`src/logic/bah_params.svh`:
```
`ifndef BAH_PARAMS_SVH
`define BAH_PARAMS_SVH
// register byte offsets
`define BAH_OFF_CTRL  12'h000
`define BAH_OFF_PSTAT 12'h004
`define BAH_OFF_SSTAT 12'h008
`define BAH_OFF_USTAT 12'h00C
`define BAH_OFF_UMASK 12'h010
`define BAH_OFF_USEV  12'h014
`define BAH_OFF_PTR   12'h018
`define BAH_OFF_HLOG  12'h01C
// control bits
`define BAH_CTL_SEE  0
`define BAH_CTL_FEN  1
`define BAH_CTL_NFEN 2
`define BAH_CTL_SPR  3
`define BAH_CTL_MAM  4
// primary status bits
`define BAH_PST_SSERR 0
`define BAH_PST_PMDP  1
`define BAH_PST_FDET  2
`define BAH_PST_NFDET 3
// secondary status bits
`define BAH_SST_RTA  0
`define BAH_SST_DPE  1
`define BAH_SST_SMDP 2
`define BAH_SST_STA  3
`define BAH_SST_RMA  4
// secondary uncorrectable error indices
`define BAH_ERR_RTA 0
`define BAH_ERR_UDE 1
`define BAH_NERR    2
// first error pointer valid bit
`define BAH_PTR_VLD 4
// reset values
`define BAH_CTRL_RST 5'h00
`define BAH_MASK_RST 2'h0
`define BAH_SEV_RST  2'h0
// all-ones read data
`define BAH_ALL_ONES 32'hFFFF_FFFF
`endif

```
`src/logic/bah_pkg.sv`:
```
`include "bah_params.svh"
package bah_pkg;
  // top-level state
  typedef struct packed {
    logic [4:0]  ctrl;
    logic [3:0]  pstat;
    logic [4:0]  sstat;
    logic [1:0]  ustat;
    logic [1:0]  umask;
    logic [1:0]  usev;
    logic        ptr_valid;
    logic        ptr_idx;
    logic [31:0] hdr_log;
    logic [31:0] prdata;
    logic        pslverr;
    logic        dn_discard;
    logic        cpl_ca;
    logic        fwd;
    logic        poison;
    logic        up_discard;
    logic        perr_drive;
    logic        msg_valid;
    logic        msg_fatal;
  } bah_top_st_t;
  // upstream completion responder state
  typedef struct packed {
    logic        ta;
    logic        normal;
    logic [31:0] data;
    logic        set_sta;
    logic        set_rma;
    logic        set_rta;
  } bah_resp_st_t;
endpackage

```
`src/logic/bah_core_if.sv`:
```
`timescale 1ns/1ps
interface bah_core_if;
  // error reporting group
  logic [1:0]  ev;
  logic [1:0]  mask;
  logic [1:0]  sev;
  logic        see;
  logic        fen;
  logic        nfen;
  logic        ptr_valid;
  logic [1:0]  log_sel;
  logic        msg_valid;
  logic        msg_fatal;
  logic        set_fatal;
  logic        set_nonfatal;
  logic        set_sserr;
  // upstream completion group
  logic        cpl;
  logic        ur;
  logic        ca;
  logic        io_wr;
  logic        mam;
  logic        ta;
  logic        normal;
  logic [31:0] data;
  logic        set_sta;
  logic        set_rma;
  logic        set_rta;
  modport top (output ev, mask, sev, see, fen, nfen, ptr_valid, cpl, ur, ca, io_wr, mam,
               input log_sel, msg_valid, msg_fatal, set_fatal, set_nonfatal, set_sserr,
               input ta, normal, data, set_sta, set_rma, set_rta);
  modport rpt (input ev, mask, sev, see, fen, nfen, ptr_valid,
               output log_sel, msg_valid, msg_fatal, set_fatal, set_nonfatal, set_sserr);
  modport rsp (input cpl, ur, ca, io_wr, mam,
               output ta, normal, data, set_sta, set_rma, set_rta);
endinterface

```
`src/logic/bah_report.sv`:
```
`timescale 1ns/1ps
module bah_report (
  // core link
  bah_core_if.rpt bus
);
  import bah_pkg::*;
  logic msg_f;
  logic msg_nf;
  logic found;

  // ************************************
  // severity, message and log selection
  // ************************************
  // lowest index wins the log when two errors land together
  always_comb begin
    msg_f = 1'b0;
    msg_nf = 1'b0;
    found = 1'b0;
    bus.log_sel = 2'b00;
    bus.set_fatal = 1'b0;
    bus.set_nonfatal = 1'b0;
    for (int i = 0; i < `BAH_NERR; i++) begin
      if (bus.ev[i]) begin
        if (bus.sev[i]) begin
          bus.set_fatal = 1'b1;
        end else begin
          bus.set_nonfatal = 1'b1;
        end
        if (!bus.mask[i] && (bus.see || (bus.sev[i] ? bus.fen : bus.nfen))) begin
          if (bus.sev[i]) begin
            msg_f = 1'b1;
          end else begin
            msg_nf = 1'b1;
          end
        end
        if (!bus.mask[i] && !bus.ptr_valid && !found) begin
          bus.log_sel[i] = 1'b1;
          found = 1'b1;
        end
      end
    end
    // a fatal message outranks a non-fatal one in the same cycle
    bus.msg_valid = msg_f | msg_nf;
    bus.msg_fatal = msg_f;
    bus.set_sserr = (msg_f | msg_nf) & bus.see;
  end
endmodule

```
`src/logic/bah_resp.sv`:
```
`timescale 1ns/1ps
module bah_resp (
  // clock and reset
  input  wire logic ref_clk,
  input  wire logic rstn,
  // core link
  bah_core_if.rsp   bus
);
  import bah_pkg::*;
  bah_resp_st_t st;
  bah_resp_st_t next_st;

  // ************************************
  // answer to the waiting pci master
  // ************************************
  always_comb begin
    next_st = '0;
    if (bus.cpl && bus.ca) begin
      next_st.ta = 1'b1;
      next_st.set_rta = 1'b1;
    end else if (bus.cpl && bus.ur) begin
      next_st.set_rma = 1'b1;
      if (bus.mam) begin
        next_st.ta = 1'b1;
      end else begin
        // cleared mode is the compatible one: no error seen by the master
        next_st.normal = 1'b1;
        next_st.data = bus.io_wr ? 32'h0000_0000 : `BAH_ALL_ONES;
      end
    end
    next_st.set_sta = next_st.ta;
  end

  always_ff @(posedge ref_clk or negedge rstn) begin
    if (!rstn) begin
      st <= '0;
    end else begin
      st <= next_st;
    end
  end

  assign bus.ta = st.ta;
  assign bus.normal = st.normal;
  assign bus.data = st.data;
  assign bus.set_sta = st.set_sta;
  assign bus.set_rma = st.set_rma;
  assign bus.set_rta = st.set_rta;

  chk_ca_abort: assert property (@(posedge ref_clk) disable iff (!rstn)
    bus.cpl && bus.ca |=> bus.ta && !bus.normal)
    else $error("completer abort did not target-abort");
  chk_ur_ones: assert property (@(posedge ref_clk) disable iff (!rstn)
    bus.cpl && bus.ur && !bus.ca && !bus.mam && !bus.io_wr |=> bus.normal && bus.data == `BAH_ALL_ONES)
    else $error("unsupported read in compatible mode not all ones");
endmodule

```
`src/logic/bah_top.sv`:
```
// Function
// - posted write target-aborted downstream: drop the rest of its data.
// - every downstream target-abort sets received-abort in secondary and uncorrectable status.
// - non-posted request target-aborted: return completer-abort completion upstream.
// - log header and first-error pointer if unmasked and pointer not valid.
// - send fatal/non-fatal message per severity when unmasked and enabled.
// - message sent with system-error enable sets signaled-system-error flag.
// - every such error sets fatal or non-fatal detected flag by severity.
// - upstream write with bad parity goes to PCIe as poisoned request, unless non-posted with parity response on.
// - unsupported read completion: target-abort if mode 1, else all-ones data.
// - unsupported I/O write completion: target-abort if mode 1, else normal.
// - completer-abort completion always target-aborts the PCI master.
// - upstream write data error sets detected-parity-error in secondary status.
// - non-posted data error, parity response on: discard, no forward, drive PERR#.
// - non-posted data error, parity response off: forward poisoned, no PERR#.
// - posted data error: PERR# and master-parity flag only with parity response.
// - every upstream write data error sets the uncorrectable-write-data flag.
// - master-abort mode is a control bit; cleared means compatible behaviour.
//
// Local design decisions: the register addresses and the APB slave port.
`timescale 1ns/1ps
module bah_top (
  // clock and reset
  input  wire logic        ref_clk,
  input  wire logic        rstn,
  // apb slave
  input  wire logic        psel,
  input  wire logic        penable,
  input  wire logic        pwrite,
  input  wire logic [11:0] paddr,
  input  wire logic [31:0] pwdata,
  output logic             pready,
  output logic      [31:0] prdata,
  output logic             pslverr,
  // downstream target-abort events
  input  wire logic        dn_ta,
  input  wire logic        dn_posted,
  input  wire logic [31:0] dn_hdr,
  output logic             dn_discard,
  output logic             cpl_ca_valid,
  // upstream write data errors
  input  wire logic        up_wr_perr,
  input  wire logic        up_posted,
  input  wire logic [31:0] up_hdr,
  output logic             up_fwd,
  output logic             up_poison,
  output logic             up_discard,
  output logic             perr_out_n,
  output logic             perr_oe,
  // upstream completion status
  input  wire logic        up_cpl,
  input  wire logic        up_cpl_ur,
  input  wire logic        up_cpl_ca,
  input  wire logic        up_cpl_io_wr,
  output logic             pci_target_abort,
  output logic             pci_normal,
  output logic      [31:0] pci_rdata,
  // error message to pcie
  output logic             err_msg_valid,
  output logic             err_msg_fatal
);
  import bah_pkg::*;

  bah_top_st_t st;
  bah_top_st_t next_st;
  logic        wr_en;
  logic        setup;
  logic [11:0] word_addr;
  logic [31:0] wmask;
  logic [3:0]  p_set;
  logic [4:0]  s_set;
  logic [1:0]  u_set;
  logic        spr;

  bah_core_if core ();

  // ************************************
  // submodules
  // ************************************
  bah_report u_report (
    .bus (core)
  );

  bah_resp u_resp (
    .ref_clk (ref_clk),
    .rstn    (rstn),
    .bus     (core)
  );

  // ************************************
  // apb decode
  // ************************************
  // zero wait states: read data is latched in the setup cycle
  assign pready = 1'b1;
  assign wr_en = psel & penable & pwrite;
  assign setup = psel & ~penable;
  assign word_addr = {paddr[11:2], 2'b00};
  assign spr = st.ctrl[`BAH_CTL_SPR];

  // write-one-to-clear mask for the status registers
  assign wmask = wr_en ? pwdata : 32'h0000_0000;

  // ************************************
  // feeds to the report and responder
  // ************************************
  assign core.ev[`BAH_ERR_RTA] = dn_ta;
  assign core.ev[`BAH_ERR_UDE] = up_wr_perr;
  assign core.mask = st.umask;
  assign core.sev = st.usev;
  assign core.see = st.ctrl[`BAH_CTL_SEE];
  assign core.fen = st.ctrl[`BAH_CTL_FEN];
  assign core.nfen = st.ctrl[`BAH_CTL_NFEN];
  assign core.ptr_valid = st.ptr_valid;
  assign core.cpl = up_cpl;
  assign core.ur = up_cpl_ur;
  assign core.ca = up_cpl_ca;
  assign core.io_wr = up_cpl_io_wr;
  assign core.mam = st.ctrl[`BAH_CTL_MAM];

  // ************************************
  // status set terms
  // ************************************
  always_comb begin
    p_set = 4'h0;
    s_set = 5'h00;
    u_set = 2'h0;
    p_set[`BAH_PST_SSERR] = core.set_sserr;
    p_set[`BAH_PST_FDET] = core.set_fatal;
    p_set[`BAH_PST_NFDET] = core.set_nonfatal;
    s_set[`BAH_SST_RTA] = dn_ta | core.set_rta;
    s_set[`BAH_SST_DPE] = up_wr_perr;
    s_set[`BAH_SST_SMDP] = up_wr_perr & up_posted & spr;
    s_set[`BAH_SST_STA] = core.set_sta;
    s_set[`BAH_SST_RMA] = core.set_rma;
    u_set[`BAH_ERR_RTA] = dn_ta;
    u_set[`BAH_ERR_UDE] = up_wr_perr;
  end

  // ************************************
  // next state
  // ************************************
  // a set in the same cycle as a clear wins, so no event is lost
  always_comb begin
    next_st = st;
    next_st.dn_discard = dn_ta & dn_posted;
    next_st.cpl_ca = dn_ta & ~dn_posted;
    next_st.fwd = 1'b0;
    next_st.poison = 1'b0;
    next_st.up_discard = 1'b0;
    next_st.perr_drive = 1'b0;
    if (up_wr_perr) begin
      if (up_posted) begin
        next_st.fwd = 1'b1;
        next_st.poison = 1'b1;
        next_st.perr_drive = spr;
      end else if (spr) begin
        next_st.up_discard = 1'b1;
        next_st.perr_drive = 1'b1;
      end else begin
        next_st.fwd = 1'b1;
        next_st.poison = 1'b1;
      end
    end
    next_st.msg_valid = core.msg_valid;
    next_st.msg_fatal = core.msg_fatal;
    // software writes
    if (wr_en && word_addr == `BAH_OFF_CTRL) begin
      next_st.ctrl = pwdata[4:0];
    end
    if (wr_en && word_addr == `BAH_OFF_UMASK) begin
      next_st.umask = pwdata[1:0];
    end
    if (wr_en && word_addr == `BAH_OFF_USEV) begin
      next_st.usev = pwdata[1:0];
    end
    next_st.pstat = st.pstat & ~((word_addr == `BAH_OFF_PSTAT) ? wmask[3:0] : 4'h0) | p_set;
    next_st.sstat = st.sstat & ~((word_addr == `BAH_OFF_SSTAT) ? wmask[4:0] : 5'h00) | s_set;
    next_st.ustat = st.ustat & ~((word_addr == `BAH_OFF_USTAT) ? wmask[1:0] : 2'h0) | u_set;
    // pointer drops once software clears the flag it points at
    next_st.ptr_valid = st.ptr_valid & next_st.ustat[st.ptr_idx];
    if (core.log_sel[`BAH_ERR_RTA]) begin
      next_st.hdr_log = dn_hdr;
      next_st.ptr_idx = 1'b0;
      next_st.ptr_valid = 1'b1;
    end else if (core.log_sel[`BAH_ERR_UDE]) begin
      next_st.hdr_log = up_hdr;
      next_st.ptr_idx = 1'b1;
      next_st.ptr_valid = 1'b1;
    end
    // read data and error answer are latched in the setup cycle
    if (setup) begin
      next_st.pslverr = 1'b0;
      case (word_addr)
        `BAH_OFF_CTRL: begin
          next_st.prdata = {27'h000_0000, st.ctrl};
        end
        `BAH_OFF_PSTAT: begin
          next_st.prdata = {28'h000_0000, st.pstat};
        end
        `BAH_OFF_SSTAT: begin
          next_st.prdata = {27'h000_0000, st.sstat};
        end
        `BAH_OFF_USTAT: begin
          next_st.prdata = {30'h0000_0000, st.ustat};
        end
        `BAH_OFF_UMASK: begin
          next_st.prdata = {30'h0000_0000, st.umask};
        end
        `BAH_OFF_USEV: begin
          next_st.prdata = {30'h0000_0000, st.usev};
        end
        `BAH_OFF_PTR: begin
          next_st.prdata = 32'h0000_0000;
          next_st.prdata[`BAH_PTR_VLD] = st.ptr_valid;
          next_st.prdata[0] = st.ptr_idx;
        end
        `BAH_OFF_HLOG: begin
          next_st.prdata = st.hdr_log;
        end
        default: begin
          next_st.prdata = 32'h0000_0000;
          next_st.pslverr = 1'b1;
        end
      endcase
    end
  end

  // ************************************
  // state register
  // ************************************
  always_ff @(posedge ref_clk or negedge rstn) begin
    if (!rstn) begin
      st <= '0;
      st.ctrl <= `BAH_CTRL_RST;
      st.umask <= `BAH_MASK_RST;
      st.usev <= `BAH_SEV_RST;
    end else begin
      st <= next_st;
    end
  end

  // ************************************
  // outputs
  // ************************************
  assign prdata = st.prdata;
  assign pslverr = st.pslverr;
  assign dn_discard = st.dn_discard;
  assign cpl_ca_valid = st.cpl_ca;
  assign up_fwd = st.fwd;
  assign up_poison = st.poison;
  assign up_discard = st.up_discard;
  // PERR# only ever drives low; the pull-up restores it
  assign perr_out_n = ~st.perr_drive;
  assign perr_oe = st.perr_drive;
  assign pci_target_abort = core.ta;
  assign pci_normal = core.normal;
  assign pci_rdata = core.data;
  assign err_msg_valid = st.msg_valid;
  assign err_msg_fatal = st.msg_fatal;

  // ************************************
  // checks
  // ************************************
  chk_posted_drop: assert property (@(posedge ref_clk) disable iff (!rstn)
    dn_ta && dn_posted |=> dn_discard && !cpl_ca_valid)
    else $error("posted target-abort not dropped");

  chk_rta_flags: assert property (@(posedge ref_clk) disable iff (!rstn)
    dn_ta |=> st.sstat[`BAH_SST_RTA] && st.ustat[`BAH_ERR_RTA])
    else $error("received target-abort flags not set");

  chk_ca_return: assert property (@(posedge ref_clk) disable iff (!rstn)
    dn_ta && !dn_posted |=> cpl_ca_valid && !dn_discard)
    else $error("no completer-abort completion");

  chk_log_first: assert property (@(posedge ref_clk) disable iff (!rstn)
    !st.ptr_valid && dn_ta && !st.umask[`BAH_ERR_RTA]
    |=> st.ptr_valid && !st.ptr_idx && st.hdr_log == $past(dn_hdr))
    else $error("first error header not logged");

  chk_msg_cause: assert property (@(posedge ref_clk) disable iff (!rstn)
    err_msg_valid |-> $past(dn_ta && !st.umask[`BAH_ERR_RTA] || up_wr_perr && !st.umask[`BAH_ERR_UDE]))
    else $error("error message without unmasked error");

  chk_sserr_set: assert property (@(posedge ref_clk) disable iff (!rstn)
    err_msg_valid && $past(st.ctrl[`BAH_CTL_SEE]) |-> st.pstat[`BAH_PST_SSERR])
    else $error("signaled system error not set");

  chk_det_flag: assert property (@(posedge ref_clk) disable iff (!rstn)
    up_wr_perr && st.usev[`BAH_ERR_UDE] |=> st.pstat[`BAH_PST_FDET])
    else $error("fatal detected flag not set");

  chk_perr_np: assert property (@(posedge ref_clk) disable iff (!rstn)
    up_wr_perr && !up_posted && spr |=> perr_oe && !perr_out_n && up_discard && !up_fwd)
    else $error("non-posted parity error not discarded");

  chk_poison_np: assert property (@(posedge ref_clk) disable iff (!rstn)
    up_wr_perr && !up_posted && !spr |=> up_fwd && up_poison && !perr_oe)
    else $error("non-posted parity error not poisoned");

  chk_posted_perr: assert property (@(posedge ref_clk) disable iff (!rstn)
    up_wr_perr && up_posted |=> up_poison && (perr_oe == $past(spr)))
    else $error("posted parity error response wrong");

  chk_ptr_hold: assert property (@(posedge ref_clk) disable iff (!rstn)
    st.ptr_valid |=> $stable(st.hdr_log) && $stable(st.ptr_idx))
    else $error("logged header changed while pointer valid");

  chk_dpe_set: assert property (@(posedge ref_clk) disable iff (!rstn)
    up_wr_perr |=> st.sstat[`BAH_SST_DPE])
    else $error("detected parity error flag not set");

  chk_ude_set: assert property (@(posedge ref_clk) disable iff (!rstn)
    up_wr_perr |=> st.ustat[`BAH_ERR_UDE])
    else $error("uncorrectable write data flag not set");

  chk_nf_det: assert property (@(posedge ref_clk) disable iff (!rstn)
    dn_ta && !st.usev[`BAH_ERR_RTA] |=> st.pstat[`BAH_PST_NFDET])
    else $error("non-fatal detected flag not set");

  chk_poison_fwd: assert property (@(posedge ref_clk) disable iff (!rstn)
    up_wr_perr && (up_posted || !spr) |=> up_fwd && up_poison && !up_discard)
    else $error("bad parity write not forwarded poisoned");

  chk_ur_abort: assert property (@(posedge ref_clk) disable iff (!rstn)
    up_cpl && up_cpl_ur && !up_cpl_ca && st.ctrl[`BAH_CTL_MAM] |=> pci_target_abort && !pci_normal)
    else $error("unsupported request not target-aborted");

  chk_ur_io_done: assert property (@(posedge ref_clk) disable iff (!rstn)
    up_cpl && up_cpl_ur && !up_cpl_ca && up_cpl_io_wr && !st.ctrl[`BAH_CTL_MAM]
    |=> pci_normal && !pci_target_abort)
    else $error("unsupported i/o write not completed normally");

  chk_ptr_keep: assert property (@(posedge ref_clk) disable iff (!rstn)
    st.ptr_valid && !(wr_en && word_addr == `BAH_OFF_USTAT) |=> st.ptr_valid)
    else $error("pointer dropped without a status clear");

  chk_msg_enable: assert property (@(posedge ref_clk) disable iff (!rstn)
    err_msg_valid |-> $past(st.ctrl[`BAH_CTL_SEE] || st.ctrl[`BAH_CTL_FEN] || st.ctrl[`BAH_CTL_NFEN]))
    else $error("error message sent while reporting disabled");

  chk_msg_fatal: assert property (@(posedge ref_clk) disable iff (!rstn)
    up_wr_perr && !dn_ta && !st.umask[`BAH_ERR_UDE] && st.usev[`BAH_ERR_UDE] && st.ctrl[`BAH_CTL_FEN]
    |=> err_msg_valid && err_msg_fatal)
    else $error("fatal data error message not sent");
endmodule

```
`config.mk`:
```
export PLATFORM = sky130hd
export DESIGN_NAME = bah_top
export DESIGN_NICKNAME = d
export VERILOG_FILES = /design/src/logic/bah_pkg.sv /design/src/logic/bah_core_if.sv /design/src/logic/bah_report.sv /design/src/logic/bah_resp.sv /design/src/logic/bah_top.sv
export VERILOG_INCLUDE_DIRS = /design/src /design/src/logic
export SDC_FILE = /design/constraint.sdc
export NUM_CORES = 1
export LEC_CHECK = 0
export ABC_AREA = 1
export BUFFER_PORTS_ARGS = -buffer_cell sky130_fd_sc_hd__buf_2
export CAP_MARGIN = 20
export CORE_MARGIN = 2
export CORE_UTILIZATION = 35
export DETAILED_ROUTE_END_ITERATION = 10
export GPL_ROUTABILITY_DRIVEN = 0
export PLACE_DENSITY = 0.62
export SKIP_CTS_REPAIR_TIMING = 1
export SYNTH_ARGS = -nofsm -noshare
export SYNTH_HDL_FRONTEND = slang
export SYNTH_SLANG_ARGS = --single-unit
```
`constraint.sdc`:
```
create_clock -name ref_clk -period 1.8 [get_ports ref_clk]
set_clock_uncertainty 0.1 [all_clocks]
set_input_delay 0.27 -clock ref_clk [delete_from_list [all_inputs] [get_ports ref_clk]]
set_output_delay 0.27 -clock ref_clk [all_outputs]
set_load 0.01 [all_outputs]
```
==> results of run 1 <==
## final cells by class
| type | count | area, µm² |
|---|---|---|
| repair buffers | 180 | 983 |
| diodes | 1 | 2.50 |
| clock inverters | 4 | 76.3 |
| flip-flops and latches | 99 | 2480 |
| inverters | 57 | 214 |
| multi-input cells | 299 | 1680 |
| well taps | 180 | 225 |
| fillers | 1367 | 7990 |
| clock buffers | 10 | 239 |
## power by group
group	internal, mW	total, mW	leakage, nW	switching [mW]
clock	1.24	2.06	0.151	0.818
sequential	2.60	2.72	1.27	0.126
combinational	0.354	0.954	1.69	0.599
## how the worst max path moves through the flow
stage                                   start       endpoint  slack [ps]  cells past startpoint
final                          core.ptr_valid         st[64]         190                      7
after global routing           core.ptr_valid         st[46]          50                      7
after CTS                 u_resp.bus.data[30]  pci_rdata[24]          80                      1
after detailed placement             paddr[7]     prdata[11]         110                      6
after global placement               paddr[5]      core.nfen         130                      6
after floorplan           u_resp.bus.data[30]  pci_rdata[10]         380                      1
## through the flow
step / utilization (%) / setup slack [ps] / hold WS [ps]
2_1_floorplan: - / 377 / -126
3_3_place_gp: 39.9 / 128 / 274
3_5_place_dp: 39.9 / 108 / 279
4_1_cts: 42.1 / 76.4 / -95.5
5_1_grt: 42.4 / 45.2 / 32.3
6_report: 42.5 / 186 / 25.0
## routing by layer
metal	routed length [µm]	vias up	part of all wire, %	global-route usage (%)
li1	-	1928	-	-
met4	162	0	1.4	5.68
met2	5540	134	47	24.8
met5	0	-	0	0
met3	696	12	5.9	2.91
met1	5390	1873	46	21.8
## registers in the layout, indices dropped and copies added (netlist names), 2 cells and up
| name | count |
|---|---|
| st | 44 |
| prdata | 32 |
| core.mask | 2 |
| core.sev | 2 |
## kinds of logic (layout without fill, tap and decap cells)
kind of cell / count (synthesis) / in the layout / synth area share (%)
mux: 2 / 2 / 0.454
compound gates: 100 / 100 / 15.1
other cells: 1 / 2 / 0.0756
buf+inv: 141 / 251 / 16.3
simple gates: 196 / 196 / 18.1
flops: 99 / 99 / 49.9
## placed cells by master, fill, tap and decap left out, drive strengths merged, types with 2 or more instances in the layout
cell type,count
mux2,2
dlygate4sd3,4
nand2,122
o31ai,28
bufinv,2
nand4,3
a22oi,20
nor2,26
o211ai,9
buf,176
dfrtp,99
nor3,3
o22ai,2
nand3,41
a21oi,3
inv,57
o21ai,36
clkbuf,10
## worst max-delay path: stages (launching register included)
cell and delay [ps]:
dfrtp_1 420, nor2_1 110, nand2_1 90, nand3_1 130, inv_1 70, buf_4 230, a22oi_1 210, o21ai_0 120
==> impl_metrics.toml, run 1 <==
[place]
dpl.hpwl_um = 8270
post_dp_cell_area_mm2 = 0.00554
dp_cells = 811
portBuffers = 167

[floorplan]
die_y_um = 123
die_x_um = 123
io_pins = 198
die-area_mm2 = 0.0151
initial_core_util_pct = 35.7
coreArea_mm2 = 0.0139
core.rowCount = 43

[final_layout]
syn_to_final_growth_pct = 18.8
final_cell_area_mm2 = 0.00589
fin_cells = 830
drive_above_1_share_pct = 34.5
nNetsFinal = 767

[pwr]
p_leak_nw = 3.11
p_total_mw = 5.74
power_density_mw_per_mm2 = 974
vdd_drop_max_v = 0.000398

[hold_path]
min_to = "u_resp.bus.set_rma"
worstHoldStart = "up_cpl_ca"
hold_path_class = "primary input to flip-flop"
hold_depth = 2

[worst_setup_path]
r2r-start = "core.ptr_valid"
reg2regPathDepth = 7
rrSetupSlack_ps = 190
worstPathArrival_ps = 1730
cp-end-kind = "flip-flop"
worstPathRequired_ps = 1920
r2r_end = "st[64]"
crit_fanout = 25
crit_path_start_kind = "flip-flop"
timing.setup.critical_path_class = "flip-flop to flip-flop"

[drt]
finalWirelength_um = 11800
drc = 0
ant_nets = 0
wl_per_cell_um = 14.2
avgViaCountPerCell = 4.76
first_pass_iters = 5
vias = 3947
initialDrtViolationCount = 225

[grt]
grt_pass1_wl_um = 18400
grt_use_total_pct = 15.8
overflow = 0
antenna_found_initial = 0
grt_pass1_vias = 3737
grt_max_degree = 100

[timing]
relSlewSlack_pct = 64.2
period_needed_ps = 1610
fin_crit_sh_pct = 89.7
setup_viol = 0
hold_viol_final = 0
tns_ps = 0
report.final.slew_viol_count = 0
fmax_ghz = 0.620
rsz0062_at_grt = "false"
worst_pin_slew_ps = 538

[job]
drv_cap = 0

[clock_tree]
cts_max_path_buffers = 2
cts_buffers = 9
h-tree-depth = 3
cts_tree = "built"
clock-root-buffer = "clkbuf_16"
clkLatencyLatePin_ps = 340
clkSinkCount = 99
cts.clk_slew.worst_paths_ps = 60

[run_status]
status = "finished, final reports clean"

[synth]
syn_nets = 660
ys_ff_latch = 99
synthArstFlopShare_pct = 100
ys_dominant_reg_cell = "dfrtp_1"
yosysUniqueCellTypes = 32
synth_largest_area_cell = "dfrtp_1"
synth_warnings = 0
synth_top_area_share_pct = 49.9
ys_top_cells_by_area = "dfrtp_1, buf_4, nand2_1"
synth_commonest_cells = "nand2_1, dfrtp_1, buf_4, inv_1, nand3_1"
synth_edf_count = 0
synthesis.area_mm2 = 0.00496
synthMostInstantiatedCell = "nand2_1"
syn_inst = 539
ys_seq_area_share_pct = 49.9
syn_avg_cell_area_um2 = 9.20
(Power assumes the default switching activity.)
==> run 2: changes to the inputs <==
- HOLD_SLACK_MARGIN: default -> 0.08
- SLEW_MARGIN: default -> 15
==> run 2 against run 1 <==
  * Clock-buffer cell count unchanged
  * Clock power about the same
  * Sequential cell count unchanged
  * Critical path depth decreased by 3
  * Cell count increased by 3.7%
  * Sequential power about the same
  * Non-clock buffer count increased by 32
  * Largest power group unchanged
  * Highest routed layer unchanged
==> impl_metrics.toml, run 2 (same netlist as run 1, synthesis figures left out) <==
[floorplan]
io_pins = 198
core.rowCount = 43
initial_core_util_pct = 35.7
die_y_um = 123
die-area_mm2 = 0.0151
coreArea_mm2 = 0.0139
die_x_um = 123

[clock_tree]
clkSinkCount = 99
cts_buffers = 9
cts.clk_slew.worst_paths_ps = 70
cts_max_path_buffers = 2
clock-root-buffer = "clkbuf_16"
h-tree-depth = 3
cts_tree = "built"
clkLatencyLatePin_ps = 340

[timing]
worst_pin_slew_ps = 543
setup_viol = 0
report.final.slew_viol_count = 0
period_needed_ps = 1640
tns_ps = 0
fin_crit_sh_pct = 90.9
fmax_ghz = 0.611
rsz0062_at_grt = "false"
hold_viol_final = 0
relSlewSlack_pct = 63.8

[worst_setup_path]
r2r-start = "core.ptr_valid"
cp-end-kind = "flip-flop"
timing.setup.critical_path_class = "primary input to flip-flop"
r2r_end = "st[64]"
worstPathRequired_ps = 1980
reg2regPathDepth = 7
worstPathArrival_ps = 1820
crit_path_start_kind = "primary input"
crit_fanout = 4
rrSetupSlack_ps = 180

[final_layout]
syn_to_final_growth_pct = 25.2
antenna_cells = 0
top_register = "st"
largest_reg_flops = 44
drive_above_1_share_pct = 32.9
nNetsFinal = 799
final_cell_area_mm2 = 0.00621
fin_cells = 861
final_common_cell = "buf_2"
mostFrequentLayoutCells = "buf_2, nand2_1, dfrtp_1"

[grt]
grt_pass1_vias = 3737
grt_use_total_pct = 15.8
grt_max_degree = 100
overflow = 0
antenna_found_initial = 0
grt_pass1_wl_um = 18400

[place]
post_dp_cell_area_mm2 = 0.00554
portBuffers = 167
dpl.hpwl_um = 8270
dp_cells = 811

[drt]
avgViaCountPerCell = 4.74
ant_nets = 0
wl_per_cell_um = 14.3
first_pass_iters = 5
wl_met1_um = 5510
vias = 4078
initialDrtViolationCount = 275
route.met3.wl_um = 670
finalWirelength_um = 12300
top_layer = "met4"
drc = 0
wl_met2_um = 5940

[hold_path]
hold_depth = 3
min_to = "st[63]"
hold_path_class = "primary input to flip-flop"
worstHoldStart = "dn_hdr[22]"

[pwr]
p_clk_share_pct = 35.6
vdd_drop_max_v = 0.000399
switching_share_pct = 26.8
p_int_mw = 4.24
power_density_mw_per_mm2 = 933
seqPwrFrac_pct = 47.0
p_leak_nw = 3.25
net-switching-power_mw = 1.56
combPwrFrac_pct = 17.4

[job]
drv_cap = 0

[run_status]
status = "finished, final reports clean"
run 2: cell types whose count changed in the layout (fill, tap and decap cells not counted):
cell	before	now
dlygate4sd3_1	4	36
diode_2	1	0
run 2: critical path, stage by stage:
cell and delay (ps):
dlygate4sd3_1 550, buf_2 150, nor4_1 260, dlygate4sd3_1 580
run 2: worst max-delay path by stage:
stage / endpoint / startpoint / slack [ps]
after CTS: pci_rdata[24] / u_resp.bus.data[30] / 80
after global routing: st[46] / core.ptr_valid / 40
final: u_resp.bus.data[30] / up_cpl_ca / 160
after global placement: core.nfen / paddr[5] / 130
after floorplan: pci_rdata[10] / u_resp.bus.data[30] / 380
after detailed placement: prdata[11] / paddr[7] / 110
run 2: power groups by stage:
stage | logic [mW] | clock network [mW] | registers [mW]
2_1_floorplan | 0.627 | 0 | 2.74
3_3_place_gp | 0.923 | 0 | 2.76
3_5_place_dp | 0.951 | 0 | 2.77
4_1_cts | 0.963 | 2.12 | 2.72
5_1_grt | 1.16 | 2.21 | 2.77
6_report | 1.01 | 2.06 | 2.73
run 2: final cells by class:
class                           count  area (µm²)
Fill cell                        1336        7670
Sequential cell                    99        2480
Multi-Input combinational cell    299        1680
Timing Repair Buffer              212        1300
Clock buffer                       10         239
Tap cell                          180         225
Inverter                           57         214
Clock inverter                      4        76.3
run 2: metrics by stage:
stage	utilization (%)	worst slack (ps)	power [mW]	hold slack (ps)
after floorplan	-	377	3.36	-126
after global placement	39.9	128	3.69	274
after detailed placement	39.9	108	3.72	279
after CTS	42.1	76.4	5.81	-95.5
after global routing	44.8	44.5	6.14	78.3
final	44.8	163	5.80	49.4
run 2: metal layers:
layer  GRT usage [%]  vias to the layer above
met5               0                        -
li1                -                     1993
met2            24.8                      140
met1            21.8                     1933
met3            2.91                       12
met4            5.68                        0
==> run 3: changes to the inputs <==
- HOLD_SLACK_MARGIN: 0.08 -> 0.05
- clock period: 1.8 -> 2.02 ns (I/O delays scaled with it)
==> run 3 against run 2 <==
  * Wire length is 2.4% lower
  * Cell count down 3.4%
  * Combinational power down 16%
==> impl_metrics.toml, run 3 (same netlist as run 1, synthesis figures left out) <==
[clock_tree]
cts.clk_slew.worst_paths_ps = 70
h-tree-depth = 3
clock-root-buffer = "clkbuf_16"
clkSinkCount = 99
clkLatencyLatePin_ps = 350
cts_max_path_buffers = 2
cts_tree = "built"
cts_buffers = 9

[timing]
hold_viol_final = 0
report.final.slew_viol_count = 0
period_needed_ps = 1710
relSlewSlack_pct = 52.1
fin_crit_sh_pct = 84.8
postLayoutSetupSlackWorst_ps = 307
worst_pin_slew_ps = 719
setup_viol = 0
rsz0062_at_grt = "false"
fmax_ghz = 0.584
tns_ps = 0

[pwr]
vdd_drop_max_v = 0.000377
p_leak_nw = 3.08
power_density_mw_per_mm2 = 835

[worst_setup_path]
timing.setup.critical_path_class = "flip-flop to primary output"
crit_fanout = 32
cp-end-kind = "primary output"
r2r-start = "core.ptr_valid"
reg2regPathDepth = 7
cp-startpoint = "u_resp.bus.data[30]"
critPathMaxStageDelay_ps = 720
cp_slowest_cell = "dfrtp_1"
cp_cell_sequence = "buf_2"
worstPathRequired_ps = 1620
cp_top_family = "flip-flops"
crit_buf_inv = 1
crit_path_start_kind = "flip-flop"
r2r_end = "st[69]"
rrSetupSlack_ps = 380
endpoint = "pci_rdata[8]"
worstPathArrival_ps = 1310
cp.depth = 1

[drt]
finalWirelength_um = 12000
ant_nets = 0
wl_per_cell_um = 14.4
vias = 3942
first_pass_iters = 4
drc = 0
avgViaCountPerCell = 4.74
initialDrtViolationCount = 204

[hold_path]
hold_path_class = "primary input to flip-flop"

[place]
post_dp_cell_area_mm2 = 0.00552
portBuffers = 167
dpl.hpwl_um = 8650
pre_cts_ws_ps = 235

[floorplan]
initial_core_util_pct = 35.7
coreArea_mm2 = 0.0139
core.rowCount = 43
io_pins = 198
die_x_um = 123
die-area_mm2 = 0.0151
die_y_um = 123

[final_layout]
largest_reg_flops = 44
nFillCells = 1390
mostFrequentLayoutCells = "buf_2, nand2_1, dfrtp_1"
drive_above_1_share_pct = 34.3
top_register = "st"
final_common_cell = "buf_2"
nNetsFinal = 767
final_cell_area_mm2 = 0.00584
syn_to_final_growth_pct = 17.7

[grt]
grt_pass1_vias = 3802
grt_pass1_wl_um = 19000
grt_use_total_pct = 16.4
grt_max_degree = 60
overflow = 0
antenna_found_initial = 2

[job]
drv_cap = 0

[run_status]
status = "finished, final reports clean"
==> run 3: changes by cell type in the layout (fill, tap and decap cells not counted) <==
| cell | change |
|---|---|
| dlygate4sd3_1 | -32 |
| bufinv_16 | -2 |
| clkbuf_1 | +2 |
| clkinvlp_4 | +2 |
| buf_12 | -1 |
| buf_4 | +1 |
| clkbuf_8 | -1 |
| clkinv_4 | +1 |
| dfrtp_1 | +1 |
| dfrtp_2 | -1 |
| diode_2 | +1 |
==> run 3: through the flow <==
stage	power, mW	util, %	hold WS, ps	cells
3_3_place_gp	3.28	39.8	188	811
6_report	4.88	42.1	55.2	832
3_5_place_dp	3.32	39.8	196	811
2_1_floorplan	3.00	-	-92.6	539
4_1_cts	4.95	41.8	-192	827
5_1_grt	5.17	42.1	53.3	832
==> run 3: final cells by class <==
| cell class | count | area, µm² | share of cell area (%) |
|---|---|---|---|
| Inverter | 57 | 214 | 3.66 |
| Antenna cell | 1 | 2.50 | 0.0429 |
| Clock buffer | 11 | 233 | 3.99 |
| Timing Repair Buffer | 180 | 971 | 16.6 |
| Multi-Input combinational cell | 299 | 1680 | 28.7 |
| Tap cell | 180 | 225 | 3.86 |
| Sequential cell | 99 | 2480 | 42.4 |
| Clock inverter | 5 | 40.0 | 0.686 |
==> run 3: worst min path at each step <==
stage | startpoint | to | slack [ps] | depth (start not counted)
floorplan | rstn | core.fen | -90 | 0
global placement | rstn | err_msg_valid | 190 | 1
detailed placement | rstn | core.sev[0] | 200 | 1
CTS | rstn | st[73] | -190 | 1
global route | up_cpl_ca | u_resp.bus.set_rma | 50 | 2
finish | up_cpl_ca | u_resp.bus.normal | 60 | 2
==> run 3: power breakdown <==
group          internal, mW  total [mW]  switching (mW)
registers              2.32        2.43           0.115
logic                 0.315       0.851           0.536
clock network         0.840        1.59           0.753
total                  3.47        4.88            1.40
==> run 3: metal layers <==
layer	vias to the layer above	GRT usage, %	part of all wire [%]
met3	24	2.77	5.3
li1	1929	-	-
met1	1862	21.9	45
met4	2	9.02	2.9
met2	125	25.5	47
met5	-	0	0.092
